==> config.mk <==
export PLATFORM = sky130hd
export DESIGN_NAME = tc_byte_cfg
export DESIGN_NICKNAME = d
export VERILOG_FILES = /design/src/verilog/tc_byte_cfg_pkg.sv /design/src/verilog/channel_mode_decode.sv /design/src/verilog/tc_byte_cfg.sv
export VERILOG_INCLUDE_DIRS = /design/src /design/src/verilog
export SDC_FILE = /design/constraint.sdc
export NUM_CORES = 1
export LEC_CHECK = 0
export ABC_AREA = 1
export ABC_CLOCK_PERIOD_IN_PS = 2400
export CELL_PAD_IN_SITES_DETAIL_PLACEMENT = 1
export CELL_PAD_IN_SITES_GLOBAL_PLACEMENT = 2
export CORE_ASPECT_RATIO = 1.4
export CORE_MARGIN = 1
export CORE_UTILIZATION = 32
export DETAILED_ROUTE_END_ITERATION = 6
export DONT_BUFFER_PORTS = 1
export PLACE_DENSITY = 0.84
export SYNTH_ARGS = -nofsm -noshare
export SYNTH_HDL_FRONTEND = slang
export SYNTH_HIERARCHICAL = 1
export SYNTH_SLANG_ARGS = --single-unit
==> constraint.sdc <==
create_clock -name clk_i -period 2.4 [get_ports clk_i]
set_input_delay 0.24 -clock clk_i [delete_from_list [all_inputs] [get_ports clk_i]]
set_output_delay 0.24 -clock clk_i [all_outputs]
set_load 0.02 [all_outputs]
==> src/verilog/tc_byte_cfg_regs.svh <==
// register offsets, field positions, reset values and codes of the byte-mode timer config block
// assumes word-aligned wishbone addressing: byte address = 4 * printed offset
`ifndef TC_BYTE_CFG_REGS_SVH
`define TC_BYTE_CFG_REGS_SVH

// printed offsets (register index)
`define IDX_OUT_OVERRIDE   3'h2
`define IDX_EVENT_CTRL     3'h3
`define IDX_LOW_MODE       3'h4
`define IDX_HIGH_MODE      3'h5
`define IDX_IRQ_LEVEL      3'h6
`define IDX_IRQ_STATUS     3'h7
`define IDX_IRQ_MASK       3'h0
`define IDX_OBSERVE        3'h1

// reset values
`define RST_BYTE           8'h00

// event control fields
`define EVENT_ACTION_FIELD_MSB          7
`define EVENT_ACTION_FIELD_LSB          5
`define EVENT_DELAY_BIT_BIT          4
`define EVENT_SOURCE_FIELD_MSB          3
`define EVENT_SOURCE_FIELD_LSB          0

// interrupt level fields
`define OVF_LVL_LSB        0
`define ERR_LVL_LSB        2
`define TRG_LVL_LSB        4
`define INTLVL_USED        8'h3F

// interrupt status bits
`define ST_OVF_BIT         0
`define ST_ERR_BIT         1
`define ST_TRG_BIT         2
`define ST_RESERVED_BIT    3
`define ST_USED            8'h0F

`endif
==> src/verilog/tc_byte_cfg_pkg.sv <==
// types for the byte-mode timer configuration block
// constants live in tc_byte_cfg_regs.svh
package tc_byte_cfg_pkg;

	// event action codes
	typedef enum logic [2:0] {
		ACT_NONE    = 3'b000,
		ACT_FAULT1  = 3'b001,
		ACT_FAULT2  = 3'b010,
		ACT_EXTERNAL_DIRECTION_COUNT  = 3'b011,
		ACT_QUADRATURE_DECODE_ACTION    = 3'b100,
		ACT_RESTART = 3'b101,
		ACT_PWF     = 3'b110,
		ACT_RSVD    = 3'b111
	} event_action_type;

	// restart source selection
	typedef enum logic [1:0] {
		RST_SOFTWARE = 2'b00,
		RST_SW_FAULT = 2'b01,
		RST_DECODER  = 2'b10,
		RST_EVENT    = 2'b11
	} restart_source_type;

	// per channel source class
	typedef enum logic [1:0] {
		SRC_NONE    = 2'b00,
		SRC_CHANNEL = 2'b01,
		SRC_FAULT_A = 2'b10,
		SRC_FAULT_B = 2'b11
	} channel_source_type;

	// channel mode code
	typedef enum logic [1:0] {
		MODE_DISABLE = 2'b00,
		MODE_COMPARE = 2'b01,
		MODE_CAPTURE = 2'b10,
		MODE_BOTH    = 2'b11
	} channel_mode_type;

	// irq level
	typedef enum logic [1:0] {
		LVL_OFF  = 2'b00,
		LVL_LOW  = 2'b01,
		LVL_MED  = 2'b10,
		LVL_HIGH = 2'b11
	} irq_level_type;

endpackage : tc_byte_cfg_pkg

==> src/verilog/channel_mode_decode.sv <==
// decodes one 2-bit channel mode field into compare and capture enables
// assumes the mode field comes straight from a register
`timescale 1ns/10ps

module channel_mode_decode
(
	input  wire logic [1:0] mode_i,    // channel mode code
	input  wire logic       enable_i,  // channel allowed to act
	output logic            compare_o, // output compare enabled
	output logic            capture_o  // input capture enabled
);

	// bit 0 enables compare, bit 1 capture; both set means combined
	always_comb
	begin
		compare_o = enable_i & mode_i[0];
		capture_o = enable_i & mode_i[1];
	end

endmodule : channel_mode_decode

==> src/verilog/tc_byte_cfg.sv <==
// configuration logic of a 16-bit timer in split 8-bit mode: output override,
// event action and source routing, channel modes, interrupt levels
// assumes a classic wishbone master, event channels and fault inputs on clk_i
//
// Summary of operation
// override byte sets outputs while counter off
// event action field decoded, code 111 reserved
// without fault unit, fault actions plain capture
// delay bit delays selected event one clock
// source 0000 none, 0xxx reserved, 1nnn channel
// source acts only with action not none
// default low routing n, n+1, n+2, n+3
// fault and pulse-width alter low channel sources
// high channels always take n+4 to n+7
// restart source follows event action
// low channel two-bit mode fields decoded
// high channel mode fields decoded alike
// software uses combined mode only with fault
// overflow irq at level, zero disables
// error irq at level, zero disables
// reserved codes yield no routing or restart
//
// Chosen here: the Wishbone slave port.
`timescale 1ns/10ps
`include "tc_byte_cfg_regs.svh"

module tc_byte_cfg
(
	input  wire logic       clk_i,           // peripheral clock, 40 MHz
	input  wire logic       rst_i,           // synchronous reset, active high
	input  wire logic       cyc_i,           // wishbone cycle
	input  wire logic       stb_i,           // wishbone strobe
	input  wire logic       we_i,            // wishbone write enable
	input  wire logic [4:0] adr_i,           // wishbone byte address
	input  wire logic [3:0] sel_i,           // wishbone byte selects
	input  wire logic [31:0] dat_i,          // wishbone write data
	output logic [31:0]     dat_o,           // wishbone read data
	output logic            ack_o,           // wishbone acknowledge
	output logic            err_o,           // wishbone error, unmapped
	input  wire logic       fault_present_i, // fault extension fitted
	input  wire logic       counter_off_i,   // counter stopped
	input  wire logic [7:0] wave_i,          // running waveform outputs
	input  wire logic [7:0] event_ch_i,      // event channel strobes
	input  wire logic       fault_input_a_i, // fault input a
	input  wire logic       fault_input_b_i, // fault input b
	input  wire logic       decoder_restart_i, // quadrature decoder restart
	input  wire logic       ovf_flag_i,      // overflow flag pulse
	input  wire logic       err_flag_i,      // error flag pulse
	input  wire logic       trg_flag_i,      // trigger flag pulse
	output logic [7:0]      wave_o,          // waveform outputs
	output logic [7:0]      low_event_o,     // low channel d..a events (upper 4 bits unused)
	output logic [3:0]      high_event_o,    // high channel d..a events
	output logic            restart_o,       // hardware restart pulse
	output logic [1:0]      restart_src_o,   // restart source class
	output logic            fault_capture_o, // fault-mode capture active
	output logic [3:0]      low_compare_o,   // low channel compare enables
	output logic [3:0]      low_capture_o,   // low channel capture enables
	output logic [3:0]      high_compare_o,  // high channel compare enables
	output logic [3:0]      high_capture_o,  // high channel capture enables
	output logic [1:0]      ovf_irq_o,       // overflow irq level, zero none
	output logic [1:0]      err_irq_o,       // error irq level, zero none
	output logic [1:0]      trg_irq_o,       // trigger irq level, zero none
	output logic            irq_o            // summary interrupt, level
);

	// registers
	logic [7:0] override_q;        // output override byte
	logic [7:0] event_ctrl_q;      // event control
	logic [7:0] low_mode_q;        // low channel modes
	logic [7:0] high_mode_q;       // high channel modes
	logic [7:0] irq_level_q;       // interrupt levels
	logic [7:0] status_q;          // sticky event status
	logic [7:0] mask_q;            // status mask
	logic [7:0] event_dly_q;       // delayed event strobes
	logic       ack_q;             // acknowledge flop
	logic       err_q;             // error flop
	logic [31:0] rdata_q;          // read data flop

	// decoded
	tc_byte_cfg_pkg::event_action_type   action;   // effective action
	tc_byte_cfg_pkg::restart_source_type rsrc;     // restart source
	logic [2:0] chan_n;            // selected channel n
	logic       src_valid;         // source selects a channel
	logic       active;            // routing active
	logic [7:0] ev;                // events after optional delay
	logic [7:0] low_ev;            // low events d..a in bits 3..0
	logic       req;               // bus request
	logic [2:0] idx;               // register index
	logic       mapped;            // address decodes
	logic       wr_stb;            // byte 0 write taken this cycle
	logic       cfg_reserved;      // reserved action or source written

	// pick channel (n + k) mod 8 from the event vector
	function automatic logic pick(input logic [7:0] v, input logic [2:0] n,
		input logic [2:0] k);
		logic [2:0] s;
		s = n + k;
		pick = v[s];
	endfunction : pick

	// a write lands on the edge that takes the request; sel_i[0] gates it
	assign req    = cyc_i & stb_i & ~ack_q & ~err_q;
	assign idx    = adr_i[4:2];
	assign mapped = 1'b1;
	assign wr_stb = req & we_i & sel_i[0];

	// field extraction
	assign chan_n    = event_ctrl_q[`EVENT_SOURCE_FIELD_MSB-1:`EVENT_SOURCE_FIELD_LSB];
	assign src_valid = event_ctrl_q[`EVENT_SOURCE_FIELD_MSB];

	// effective action: reserved action or source means none
	always_comb
	begin
		action = tc_byte_cfg_pkg::event_action_type'(event_ctrl_q[`EVENT_ACTION_FIELD_MSB:`EVENT_ACTION_FIELD_LSB]);
		if (action == tc_byte_cfg_pkg::ACT_RSVD || !src_valid)
		begin
			action = tc_byte_cfg_pkg::ACT_NONE;
		end
	end

	assign active = (action != tc_byte_cfg_pkg::ACT_NONE);

	// reserved action, or a non-zero source without its channel bit; kept as status bit 3
	assign cfg_reserved = (event_ctrl_q[`EVENT_ACTION_FIELD_MSB:`EVENT_ACTION_FIELD_LSB] == 3'h7) |
		((event_ctrl_q[`EVENT_SOURCE_FIELD_MSB:`EVENT_SOURCE_FIELD_LSB] != 4'h0) & !src_valid);

	// event delay stage
	always_ff @(posedge clk_i)
	begin
		if (rst_i)
			event_dly_q <= `RST_BYTE;
		else
			event_dly_q <= event_ch_i;
	end

	// choose delayed or direct events
	assign ev = event_ctrl_q[`EVENT_DELAY_BIT_BIT] ? event_dly_q : event_ch_i;

	// low channel routing
	always_comb
	begin
		low_ev = 8'h00;
		if (active)
		begin
			// default pattern
			low_ev[0] = pick(ev, chan_n, 3'h0);
			low_ev[1] = pick(ev, chan_n, 3'h1);
			low_ev[2] = pick(ev, chan_n, 3'h2);
			low_ev[3] = pick(ev, chan_n, 3'h3);
			case (action)
				tc_byte_cfg_pkg::ACT_FAULT1:
				begin
					if (fault_present_i)
					begin
						low_ev[0] = fault_input_a_i;
						low_ev[1] = fault_input_b_i;
					end
				end
				tc_byte_cfg_pkg::ACT_FAULT2:
				begin
					if (fault_present_i)
					begin
						low_ev[0] = fault_input_a_i;
						low_ev[1] = fault_input_b_i;
						low_ev[2] = fault_input_a_i;
						low_ev[3] = fault_input_b_i;
					end
				end
				tc_byte_cfg_pkg::ACT_PWF:
				begin
					low_ev[1] = pick(ev, chan_n, 3'h0);
				end
				default:
				begin
					low_ev[3:0] = low_ev[3:0];
				end
			endcase
		end
	end

	// high channel routing, the same for every valid action
	genvar g;
	generate
		for (g = 0; g < 4; g = g + 1)
		begin : g_high
			assign high_event_o[g] = active & pick(ev, chan_n, 3'(g + 4));
		end
	endgenerate

	// without fault unit the fault actions are plain captures
	assign fault_capture_o = fault_present_i & (action == tc_byte_cfg_pkg::ACT_FAULT1 |
		action == tc_byte_cfg_pkg::ACT_FAULT2);

	// restart source per action
	always_comb
	begin
		case (action)
			tc_byte_cfg_pkg::ACT_FAULT1,
			tc_byte_cfg_pkg::ACT_FAULT2:  rsrc = tc_byte_cfg_pkg::RST_SW_FAULT;
			tc_byte_cfg_pkg::ACT_QUADRATURE_DECODE_ACTION:    rsrc = tc_byte_cfg_pkg::RST_DECODER;
			tc_byte_cfg_pkg::ACT_RESTART,
			tc_byte_cfg_pkg::ACT_PWF:     rsrc = tc_byte_cfg_pkg::RST_EVENT;
			default:                      rsrc = tc_byte_cfg_pkg::RST_SOFTWARE;
		endcase
	end

	// hardware restart pulse for low counter; high side restarts by software in fault modes
	always_comb
	begin
		case (rsrc)
			tc_byte_cfg_pkg::RST_SW_FAULT: restart_o = fault_present_i &
				(fault_input_a_i | fault_input_b_i);
			tc_byte_cfg_pkg::RST_DECODER:  restart_o = decoder_restart_i;
			tc_byte_cfg_pkg::RST_EVENT:    restart_o = pick(ev, chan_n, 3'h0);
			default:                       restart_o = 1'b0;
		endcase
	end

	// source class for the counter; zero means software restart only
	assign restart_src_o = rsrc;
	assign low_event_o   = {4'h0, low_ev[3:0]};

	// channel mode decoders
	// enable tied high: in byte mode every channel may act on its mode field
	generate
		for (g = 0; g < 4; g = g + 1)
		begin : g_mode
			channel_mode_decode u_low
			(
				.mode_i    (low_mode_q[2*g+1:2*g]),
				.enable_i  (1'b1),
				.compare_o (low_compare_o[g]),
				.capture_o (low_capture_o[g])
			);
			channel_mode_decode u_high
			(
				.mode_i    (high_mode_q[2*g+1:2*g]),
				.enable_i  (1'b1),
				.compare_o (high_compare_o[g]),
				.capture_o (high_capture_o[g])
			);
		end
	endgenerate

	// waveform outputs: override while off, running values otherwise
	always_ff @(posedge clk_i)
	begin
		if (rst_i)
			wave_o <= `RST_BYTE;
		else if (counter_off_i)
			wave_o <= override_q;
		else
			wave_o <= wave_i;
	end

	// interrupt levels to the priority controller
	assign ovf_irq_o = ovf_flag_i ? irq_level_q[`OVF_LVL_LSB+1:`OVF_LVL_LSB] : 2'h0;
	assign err_irq_o = err_flag_i ? irq_level_q[`ERR_LVL_LSB+1:`ERR_LVL_LSB] : 2'h0;
	assign trg_irq_o = trg_flag_i ? irq_level_q[`TRG_LVL_LSB+1:`TRG_LVL_LSB] : 2'h0;

	// configuration registers written over the bus
	always_ff @(posedge clk_i)
	begin
		if (rst_i)
		begin
			override_q   <= `RST_BYTE;
			event_ctrl_q <= `RST_BYTE;
			low_mode_q   <= `RST_BYTE;
			high_mode_q  <= `RST_BYTE;
			irq_level_q  <= `RST_BYTE;
			mask_q       <= `RST_BYTE;
		end
		else if (wr_stb)
		begin
			if (idx == `IDX_OUT_OVERRIDE)
				override_q <= dat_i[7:0];
			else if (idx == `IDX_EVENT_CTRL)
				event_ctrl_q <= dat_i[7:0];
			else if (idx == `IDX_LOW_MODE)
				low_mode_q <= dat_i[7:0];
			else if (idx == `IDX_HIGH_MODE)
				high_mode_q <= dat_i[7:0];
			else if (idx == `IDX_IRQ_LEVEL)
				irq_level_q <= dat_i[7:0] & `INTLVL_USED;
			else if (idx == `IDX_IRQ_MASK)
				mask_q <= dat_i[7:0] & `ST_USED;
		end
	end

	// sticky status: overflow, error, trigger, reserved-code; set wins over clear
	always_ff @(posedge clk_i)
	begin
		if (rst_i)
			status_q <= `RST_BYTE;
		else
		begin
			// new events are or-ed in after the clear, so a set in the same cycle wins
			status_q <= (status_q & ~((wr_stb && idx == `IDX_IRQ_STATUS) ? dat_i[7:0] : 8'h00))
				| {4'h0, cfg_reserved, trg_flag_i, err_flag_i, ovf_flag_i};
		end
	end

	// level interrupt: high while any unmasked status bit is set
	assign irq_o = |(status_q & mask_q);

	// bus answer one cycle after the request, dropped the cycle after
	always_ff @(posedge clk_i)
	begin
		if (rst_i)
		begin
			ack_q   <= 1'b0;
			err_q   <= 1'b0;
			rdata_q <= 32'h0000_0000;
		end
		else
		begin
			ack_q <= req & mapped;
			err_q <= req & ~mapped;
			// read data captured with the request, stands until the next read
			if (req && !we_i)
			begin
				if (idx == `IDX_OUT_OVERRIDE)
					rdata_q <= {24'h000000, override_q};
				else if (idx == `IDX_EVENT_CTRL)
					rdata_q <= {24'h000000, event_ctrl_q};
				else if (idx == `IDX_LOW_MODE)
					rdata_q <= {24'h000000, low_mode_q};
				else if (idx == `IDX_HIGH_MODE)
					rdata_q <= {24'h000000, high_mode_q};
				else if (idx == `IDX_IRQ_LEVEL)
					rdata_q <= {24'h000000, irq_level_q};
				else if (idx == `IDX_IRQ_STATUS)
					rdata_q <= {24'h000000, status_q};
				else if (idx == `IDX_IRQ_MASK)
					rdata_q <= {24'h000000, mask_q};
				else
					rdata_q <= {24'h000000, wave_o};
			end
		end
	end

	// bus outputs straight from flops, no combinational path from the bus
	assign ack_o = ack_q;
	assign err_o = err_q;
	assign dat_o = rdata_q;

endmodule : tc_byte_cfg

# Word-level counts from Yosys, hierarchy flattened
# Cells that the tools add are included.
classes:
  add_sub_neg: 7
  multipliers: 0
  div_mod_pow: 0
  n_lt_le_gt_ge: 8
  n_eq_ne: 15
  n_shift: 0
  mux: 38
  bitwise: 24
  n_reduce_logical: 17
op_table:
  columns: ["op", "n"]
  rows:
  - ["$mux 8", 10]
  - ["$lt 3x4->1 const B", 8]
  - ["$bmux 1 s3", 8]
  - ["$eq 3x3->1 const B", 8]
  - ["$add 3x3->3 const B", 4]
  - ["$and 1x1->1", 11]
  - ["$mux 2", 5]
  - ["$eq 3x2->1 const B", 3]
  - ["$and 8x4->8", 1]
  - ["$and 8x8->8", 1]
  - ["$mux 1", 8]
  - ["$mux 4", 2]
  - ["$not 8->8", 1]
  - ["$or 8x4->8", 1]
  - ["$reduce_or 8->1", 1]
  - ["$reduce_and 7->1", 1]
  - ["$add 3x2->3 const B", 2]
  - ["$not 1->1", 6]
  - ["$pmux 1 s3", 2]
  - ["$pmux 2 s3", 1]
  - ["$reduce_and 6->1", 1]
  - ["$reduce_and 5->1", 1]
  - ["$eq 2x2->1 const B", 2]
  - ["$reduce_and 4->1", 1]
  - ["other kinds (15)", 20]
totals:
  regBits: 99
  latchBits: 0
  ramBits: 0
  rom_bits: 0
  input_bits: 70
  out_inout_bits: 81
  wordCells: 120
  n_memories: 0

# Longest topological paths before layout
# Gate-level depths: netlist (run 1).
logic_depth:
  word_depth: 9
  ltp_mapped: 13
  mapped_depth_nobuf: 13

# Modules after synthesis
# Netlist (run 1), hierarchy kept.
by_module_without_submodules:
  columns: ["module", "n_inst", "cells_per_inst", "area_per_inst_um2", "seq_area_each_um2"]
  rows:
  - ["tc_byte_cfg", 1, 633, 4081.4, 1501.4]
  - ["channel_mode_decode", 8, 4, 15.0, 0.0]

# Least setup slack after synthesis (run 1)
# No wires, ideal clock.
synth_timing:
  kind: "register to output"
  start: "reg event_ctrl_q[0]"
  end: "out low_event_o[1]"
  arrival_time_ns: 1.793
  required_ns: 2.160
  path_slack_ns: 0.367
  stages_incl_launch_ff: 10
  n_path_buf: 1
  cell_sequence: "dfxtp_1 -> buf_4 -> clkinv_1 -> ha_1 -> or2_2 -> nand2_1 -> nand2_1 -> nand3b_1 -> nor2_1 -> nor2_1"
synth_between:
  elab_chain_len: 6
  elab_cells_between_ends: 9
  classes_between: "add/sub (1); mux (8)"
synth_lines:
  columns: ["item", "line_no", "source"]
  rows:
  - ["from (decl)", "tc_byte_cfg.sv:68", "logic [7:0] event_ctrl_q;"]
  - ["from (signal assigned)", "tc_byte_cfg.sv:267", "event_ctrl_q <= `RST_BYTE;"]
  - ["from (signal assigned)", "tc_byte_cfg.sv:278", "event_ctrl_q <= dat_i[7:0];"]
  - ["$add 3x1->3", "tc_byte_cfg.sv:97", "s = n + k;"]
  - ["$bmux 1 s3", "tc_byte_cfg.sv:98", "pick = v[s];"]
  - ["$mux 1 (implied by the code)", "tc_byte_cfg.sv:98", null]
  - ["$mux 4 or $mux 2 (tied branches)", "tc_byte_cfg.sv:161, tc_byte_cfg.sv:153", null]
  - ["$pmux 1 s3 (*)", "tc_byte_cfg.sv:150", "case (action)"]
  - ["$mux 4 (*)", "tc_byte_cfg.sv:143", "if (active)"]
  - ["to (decl)", "tc_byte_cfg.sv:51", "output logic [7:0] low_event_o,"]
# Every way passes the cells marked *; elsewhere a longest branch is shown, timed or not. The select of a mux whose other input is x is not followed.

# Worst setup path after layout (run 1)
layout_timing:
  start: "reg event_ctrl_q[4]"
  end: "out low_event_o[1]"
layout_between:
  elab_chain_len: 6
  elab_cells_between_ends: 9
  classes_between: "mux (9)"
layout_lines:
  columns: ["item", "line_no", "source"]
  rows:
  - ["$mux 8 (*)", "tc_byte_cfg.sv:137", "assign ev = event_ctrl_q[`EVENT_DELAY_BIT_BIT] ? event_dly_q : event_ch_i;"]
  - ["$bmux 1 s3", "tc_byte_cfg.sv:98", null]
  - ["$mux 1 (implied by the code)", "tc_byte_cfg.sv:98", null]
  - ["$mux 4 or $mux 2 (tied branches)", "tc_byte_cfg.sv:161, tc_byte_cfg.sv:153", null]
  - ["$pmux 1 s3 (*)", "tc_byte_cfg.sv:150", null]
  - ["$mux 4 (*)", "tc_byte_cfg.sv:143", null]
# Marked as above.

==> run summary, run 1 <==
Die
- 13600 sq um — Die Footprint
- 138 um — chip height
- 151 — IO Count
- 98.8 um — width of the die
- 49 — Std-Cell Rows
- 12800 sq um — floorplan core area
- 32.8% — initial core utilization

Logic synthesis
- 35.7% — post-synth top area share
- 75 — flip-flop and latch count after synthesis
- 30 — count of different cell masters after synthesis
- dfxtp_1 — most area-hungry cell type in the Yosys netlist
- 6 — Synthesis Warnings
- 6.32 sq um — synthesized area per cell
- dfxtp_1, nand2_1, o21ai_0 — cell types with the largest area share after synthesis
- 665 — Synth Instances
- 4200 sq um — netlist area before placement
- 35.7% — sequential fraction of the synthesis area

Drt
- 16.3 um — routed length per instance
- 0 — DRC Markers
- 154 — violation count after the first detailed-routing iteration
- 13800 um — WL final
- 0 — antenna viol nets, final
- 4 — first-pass iteration count of the detailed router
- 4087 — routed vias
- 4.84 — Via-to-Cell Ratio

Worst hold path
- input port to flop — worst min-delay path category

Power
- 45.6% — sequential share of power
- 9.8% — portion of total power attributed to combinational logic
- 44.6% — Clk network pwr share
- 0.000801 W — net switching component of the power
- 610 nW/um^2 — cell area power density
- 0.00207 W — design internal power
- 311 uV — peak supply drop
- 27.9% — share of total power consumed by net switching
- 2.27 nW — leakage component of the power

Clock tree
- 9 — TritonCTS Buffers
- 60 ps — Clk pin slew, worst setup/hold paths
- clkbuf_16 — root buffer cell
- 3 — H-tree depth
- 75 — CTS Sinks
- 2 — clock buffer depth
- done — CTS tree
- 340 ps — Skew-Pair Late Insertion Delay

Setup path
- 1970 ps — arrival time of the worst setup path
- flop to output port — critical path class
- 2160 ps — worst endpoint required time
- 370 ps — largest stage delay on the critical path
- buf_4, o21ai_1, mux2i_1, or2_2, nand2_1, nand2_1, nand3b_1, nor2_1, nor2_1, buf_4 — critical-path cell list
- dfxtp_4 — library cell contributing the largest single delay on the critical path
- output port — kind of end point of the critical path
- flop — crit start category
- 7 — maximum fanout count along the critical path

Placement
- 0 — number of input and output port buffers inserted
- 10600 um — HPWL after detailed placement
- 821 — # placed instances
- 0.839 — RD Place Congestion
- 4320 sq um — placed standard-cell area

GRT
- 21000 um — global-route wire length before repair
- 4029 — vias in the first global route
- 20.5% — aggregate global-route resource usage
- 0 — total gr overflow
- 0 — number of antenna violations at the first check in global routing
- 56 — largest net degree at the start of global routing

Timing
- 0 ps — final total negative setup slack
- 91.9% — portion of the clock cycle consumed by the worst path in the final layout
- 453 MHz — achievable frequency
- 41.7% — Relative slew margins
- 872 ps — transition time of the tightest slew-check pin
- false — unrepaired setup endpoints after global routing
- 2210 ps — min cycle time layout
- 18.5 ps — hold slack
- 0 — hold violation count in the final report
- 0 — Final setup viols
- 6.45 ps — clock skew after layout
- 0 — number of pins exceeding their max-slew limit in the final report

Cells and area
- 845 — Final Non-Filler Cells
- 36.8% — Finished Core Util
- 759 — number of nets in the layout
- 2190 sq um — combined area of the multi-input logic cells
- 8.09% — proportion of layout cells with a drive suffix above 1
- 1736 — fill count
- 4720 sq um — total non-filler cell area in the finished layout
- 1510 sq um — Sequential cell area
- 0 — number of diodes added for antenna fixing
- 12.2% — area growth from synthesis to layout

Outcome
- completed — outcome

Job
- 0 — maxcap violations

[worst max-delay path, delay by kind of cell (launching register included)]
kind,cells,cell delay (ps)
flops,1,370
simple gates,6,650
buf+inv,2,280
compound gates,1,190
mux,1,130
[through the flow]
step | worst slack, ps | total power [W]
detailed placement | 208 | 0.00161
global route | 6.27 | 0.00299
CTS | 5.17 | 0.00289
floorplan | 367 | 0.00158
global placement | 278 | 0.00160
finish | 194 | 0.00288
[layout by cell type (no fill, tap or decap), drive strengths merged, types with 10 or more instances in the layout]
| master | synthesis | final |
|---|---|---|
| nand2 | 157 | 157 |
| inv | 105 | 104 |
| o21ai | 85 | 85 |
| dfxtp | 75 | 75 |
| a21oi | 69 | 69 |
| nor2 | 63 | 63 |
| conb | 2 | 45 |
| nand3 | 28 | 28 |
| buf | 37 | 14 |
| clkbuf | 13 | 10 |
[area by class of cell]
| cell class | instances | area share (%) |
|---|---|---|
| multi-input combinational | 476 | 46.4 |
| sequential | 75 | 31.9 |
| inverter | 107 | 8.62 |
| clock buffer | 10 | 5.07 |
| tap | 153 | 4.06 |
| timing repair buffer | 18 | 3.08 |
| clock inverter | 6 | 0.876 |
[cells in the mapped netlist]
cell type	instances
a21oi_1	69
a31oi_1	4
buf_2	6
buf_4	31
clkbuf_1	13
clkinv_1	2
conb_1	2
dfxtp_1	75
ha_1	2
inv_1	104
inv_2	1
mux2i_1	2
nand2_1	155
nand2_2	2
nand3_1	27
nand3_2	1
nand3b_1	1
nand4_1	1
nor2_1	62
nor2_2	1
nor3_2	1
nor3_4	1
o211ai_1	4
o21ai_0	85
o21bai_1	1
o22ai_1	1
or2_1	1
or2_2	7
xnor2_1	1
xor2_1	2
[worst paths after layout]
kind                            slack [ps]       startpoint              end  cells past startpoint
worst max-delay path                   190  event_ctrl_q[4]   low_event_o[1]                     10
worst min-delay path                    20       trg_flag_i      status_q[2]                      2
worst max register to register         440            ack_o  event_ctrl_q[3]                      6
worst min register to register         450      status_q[6]      status_q[6]                      2
[power groups by stage]
stage               registers, W  logic, W  clock network, W
floorplan                0.00133  0.000250                 0
global placement         0.00134  0.000263                 0
detailed placement       0.00134  0.000266                 0
CTS                      0.00131  0.000280           0.00130
global route             0.00131  0.000320           0.00136
finish                   0.00131  0.000283           0.00128
[state kept, by name, summed over array words and instances, names as in the netlist]
name,count
wave_o,8
mask_q,4
event_ctrl_q,8
irq_level_q,6
status_q,8
event_dly_q,8
ack_o,1
override_q,8
high_mode_q,8
dat_o,8
low_mode_q,8
[timing repair]
item / CTS / global route
setup buffers: 0 / 4
pin swaps: 0 / 2
hold buffers: 3 / 1
gates resized for setup: 3 / 18
hold endpoints to repair: 26 / 1
setup endpoints to repair: 6 / 9
[logic make-up after synthesis]
| logic type | after synthesis | share of synthesized area, % |
|---|---|---|
| simple gates | 260 | 25.4 |
| compound gates | 164 | 20.0 |
| buf+inv | 157 | 17.0 |
| flops | 75 | 35.7 |
| xor+xnor | 3 | 0.625 |
| fa+ha+maj | 2 | 0.595 |
| other cells | 2 | 0.179 |
| mux | 2 | 0.476 |
[layer usage]
metal	global-route usage [%]	share of wire, %	vias up
li1	-	-	2066
met4	6.47	1.5	0
met5	0	0	-
met3	5.68	5.4	14
met1	22.0	41	1912
met2	38.5	52	95
Note: power is estimated with default switching activity, not from simulation.
==> run 2, diff against run 1 <==
--- a/config.mk
+++ b/config.mk
@@ -6,16 +6,15 @@
 export SDC_FILE = /design/constraint.sdc
 export NUM_CORES = 1
 export LEC_CHECK = 0
-export ABC_AREA = 1
 export ABC_CLOCK_PERIOD_IN_PS = 2400
 export CELL_PAD_IN_SITES_DETAIL_PLACEMENT = 1
 export CELL_PAD_IN_SITES_GLOBAL_PLACEMENT = 2
 export CORE_ASPECT_RATIO = 1.4
 export CORE_MARGIN = 1
-export CORE_UTILIZATION = 32
+export CORE_UTILIZATION = 35
 export DETAILED_ROUTE_END_ITERATION = 6
 export DONT_BUFFER_PORTS = 1
-export PLACE_DENSITY = 0.84
+export PLACE_DENSITY = 0.8
 export SYNTH_ARGS = -nofsm -noshare
 export SYNTH_HDL_FRONTEND = slang
 export SYNTH_HIERARCHICAL = 1
==> run summary, run 2 <==
Outcome
- complete, but fails checks — outcome, was completed
- setup timing — violations in the final reports

Clock tree
- 2 — clock buffer depth, unchanged
- 75 — CTS Sinks, unchanged
- 3 — H-tree depth, unchanged
- done — CTS tree, unchanged
- 350 ps — Skew-Pair Late Insertion Delay, was 340 ps
- clkbuf_16 — root buffer cell, unchanged
- 60 ps — Clk pin slew, worst setup/hold paths, about the same
- 9 — TritonCTS Buffers, unchanged

GRT
- 3482 — vias in the first global route, was 4029
- 0 — number of antenna violations at the first check in global routing, unchanged
- 0 — total gr overflow, unchanged
- 72 — largest net degree at the start of global routing, was 56
- 18800 um — global-route wire length before repair, was 21000 um
- 20.1% — aggregate global-route resource usage, was 20.5%

Setup path
- multiplexers — kind of cell adding the most delay to the critical path, was simple AND/OR/NAND/NOR gates
- 1 — crit path buf inv count, was 2
- irq_level_q[2] — capturing point of the worst reg2reg path, was event_ctrl_q[3]
- buf_12, mux2_4, mux2_4, mux4_2, o311a_1, a22o_4 — critical-path cell list, was buf_4, o21ai_1, mux2i_1, or2_2, nand2_1, nand2_1, nand3b_1, nor2_1, nor2_1, buf_4
- ack_o — startpoint of the worst-slack reg-to-reg timing path, unchanged
- low_event_o[1] — critical path capture point, unchanged
- 2540 ps — arrival time of the worst setup path, was 1970 ps
- 8 — maximum fanout count along the critical path, was 7
- 2160 ps — worst endpoint required time, about the same
- 510 ps — largest stage delay on the critical path, was 370 ps
- flop to output port — critical path class, unchanged
- 6 — number of cells on the critical path, was 10
- flop — crit start category, unchanged
- event_ctrl_q[4] — Worst setup startpoint, unchanged
- mux4_2 — library cell contributing the largest single delay on the critical path, was dfxtp_4
- 460 ps — setup slack on the worst flop-to-flop path, was 440 ps
- mux2_4 — cell type with the highest occurrence count on the critical path
- output port — kind of end point of the critical path, unchanged
- 5 — cell depth of the worst flop-to-flop path, was 6

Logic synthesis
- 0% — FFs w/ async S/R, synth, unchanged
- 9.44 sq um — synthesized area per cell, was 6.32 sq um
- 452 — Synth Instances, was 665
- dfxtp_1 — most area-hungry cell type in the Yosys netlist, unchanged
- dfxtp_1, nor2_1, mux2i_1, buf_4, clkbuf_1 — leading cell types by count after synthesis, was nand2_1, inv_1, o21ai_0, dfxtp_1, a21oi_1
- dfxtp_1 — dominant cell by count in the synthesized netlist, was nand2_1
- dfxtp_1 — predominant post-synthesis flop cell, unchanged
- 0 — count of flip-flops with a built-in enable after synthesis, unchanged
- 46 — count of different cell masters after synthesis, was 30
- 6 — Synthesis Warnings, unchanged
- 4270 sq um — netlist area before placement, was 4200 sq um
- 75 — flip-flop and latch count after synthesis, unchanged
- 35.2% — sequential fraction of the synthesis area, was 35.7%
- 35.2% — post-synth top area share, was 35.7%
- dfxtp_1, mux2i_1, nor2_1 — cell types with the largest area share after synthesis, was dfxtp_1, nand2_1, o21ai_0

Die
- 47 — Std-Cell Rows, was 49
- 151 — IO Count, unchanged
- 95.3 um — width of the die, was 98.8 um
- 133 um — chip height, was 138 um
- 11900 sq um — floorplan core area, was 12800 sq um
- 35.9% — initial core utilization, was 32.8%
- 12600 sq um — Die Footprint, was 13600 sq um

Cells and area
- dfxtp_1, nor2_1, mux2i_1 — top library cells by usage in the layout, fill and taps aside, was nand2_1, inv_1, o21ai_0
- 548 — number of nets in the layout, was 759
- 15.7% — area growth from synthesis to layout, was 12.2%
- 628 — Final Non-Filler Cells, was 845
- 1390 — fill count, was 1736
- 18.1% — proportion of layout cells with a drive suffix above 1, was 8.09%
- 0 — number of diodes added for antenna fixing, unchanged
- dfxtp_1 — most common cell after layout, fill and taps aside, was nand2_1

Drt
- 0 — DRC Markers, unchanged
- 5.28 — Via-to-Cell Ratio, was 4.84
- 0 — antenna viol nets, final, unchanged
- 126 — violation count after the first detailed-routing iteration, was 154
- 12300 um — WL final, was 13800 um
- 19.6 um — routed length per instance, was 16.3 um
- 4 — first-pass iteration count of the detailed router, unchanged
- 3314 — routed vias, was 4087

Placement
- 605 — # placed instances, was 821
- 0 — number of input and output port buffers inserted, unchanged
- 8910 um — HPWL after detailed placement, was 10600 um
- 0.821 — RD Place Congestion, was 0.839

Timing
- 116% — portion of the clock cycle consumed by the worst path in the final layout, was 91.9%
- 360 MHz — achievable frequency, was 453 MHz
- true — unrepaired setup endpoints after global routing, was false
- 0 — number of pins exceeding their max-slew limit in the final report, unchanged
- 0 — hold violation count in the final report, unchanged
- -378 ps — worst setup slack after layout, was 194 ps
- 7.87 ps — clock skew after layout, was 6.45 ps
- 63.1% — Relative slew margins, was 41.7%
- 553 ps — transition time of the tightest slew-check pin, was 872 ps
- 6 — Final setup viols, was 0
- 2780 ps — min cycle time layout, was 2210 ps

Power
- 608 nW/um^2 — cell area power density, was 610 nW/um^2
- 0.00300 W — total power, was 0.00288 W
- 314 uV — peak supply drop, was 311 uV
- 1.91 nW — leakage component of the power, was 2.27 nW

Job
- 0 — maxcap violations, unchanged

Worst hold path
- input port to flop — worst min-delay path category, unchanged

==> run 2: routing by layer <==
| metal | wire length [um] | track usage (%) |
|---|---|---|
| met1 | 4890 | 22.7 |
| met2 | 6530 | 35.7 |
| met3 | 647 | 4.77 |
| met4 | 261 | 7.58 |
| met5 | 0 | 0 |
==> run 2: stage by stage <==
stage / hold slack [ps] / utilization, % / worst slack (ps) / cell area [sq um] / TNS (ps)
final: 11.4 / 41.6 / -378 / 4940 / -1320
after global routing: 39.8 / 41.6 / -421 / 4940 / -1750
after CTS: 8.27 / 41.1 / -416 / 4890 / -1320
after detailed placement: 326 / 37.4 / -117 / 4440 / -117
after global placement: 323 / 37.4 / -60.5 / 4440 / -60.5
after floorplan: 328 / - / 33.3 / 4430 / 0
==> run 2: cell type report <==
cell class	instances	area, sq um	area share [%]
multi-input cells	357	2650	53.6
flip-flops and latches	75	1510	30.5
well taps	147	184	3.73
clock inverters	4	73.8	1.50
repair buffers	26	253	5.12
clock buffers	12	246	4.99
inverters	7	26.3	0.532
==> run 2: timing repair <==
action	CTS	global route
endpoints found under the setup margin	9	8
hold endpoints to repair	75	0
hold buffers	5	0
gates resized for setup	23	12
setup buffers	1	1
pin swaps	5	6
==> run 2: how the worst min path moves through the flow <==
stage,start,to,cells after the start
6_report,ovf_flag_i,status_q[0],2
3_5_place_dp,rst_i,event_dly_q[4],1
5_1_grt,ovf_flag_i,status_q[0],2
2_1_floorplan,dat_i[4],status_q[4],1
4_1_cts,ovf_flag_i,status_q[0],2
3_3_place_gp,rst_i,event_dly_q[6],1
==> run 2: cell families (layout without fill, tap and decap cells) <==
group / count (synthesis) / after routing / synth area share, %
other: 2 / 45 / 0.176
and+or+nand+nor: 165 / 165 / 19.3
buffers and inverters: 63 / 49 / 8.30
DFF: 75 / 75 / 35.2
adders and majority gates: 2 / 2 / 0.586
AOI/OAI and AO/OA: 49 / 49 / 7.60
muxes: 92 / 92 / 28.0
xor gates and xnor gates: 4 / 4 / 0.821
==> run 2: report_power, final <==
part | internal [W] | total, W | switching [W]
Combinational | 0.0000972 | 0.000227 | 0.000130
Clock | 0.000939 | 0.00147 | 0.000529
Sequential | 0.00127 | 0.00130 | 0.0000339
Total | 0.00231 | 0.00300 | 0.000693
==> run 2: worst register-to-register path, cell delays in order, from the launching register on <==
cell,delay [ps]
dfxtp_1,370
nand3b_1,210
or3_1,440
nor2_2,490
mux2i_1,250
nor2_1,60
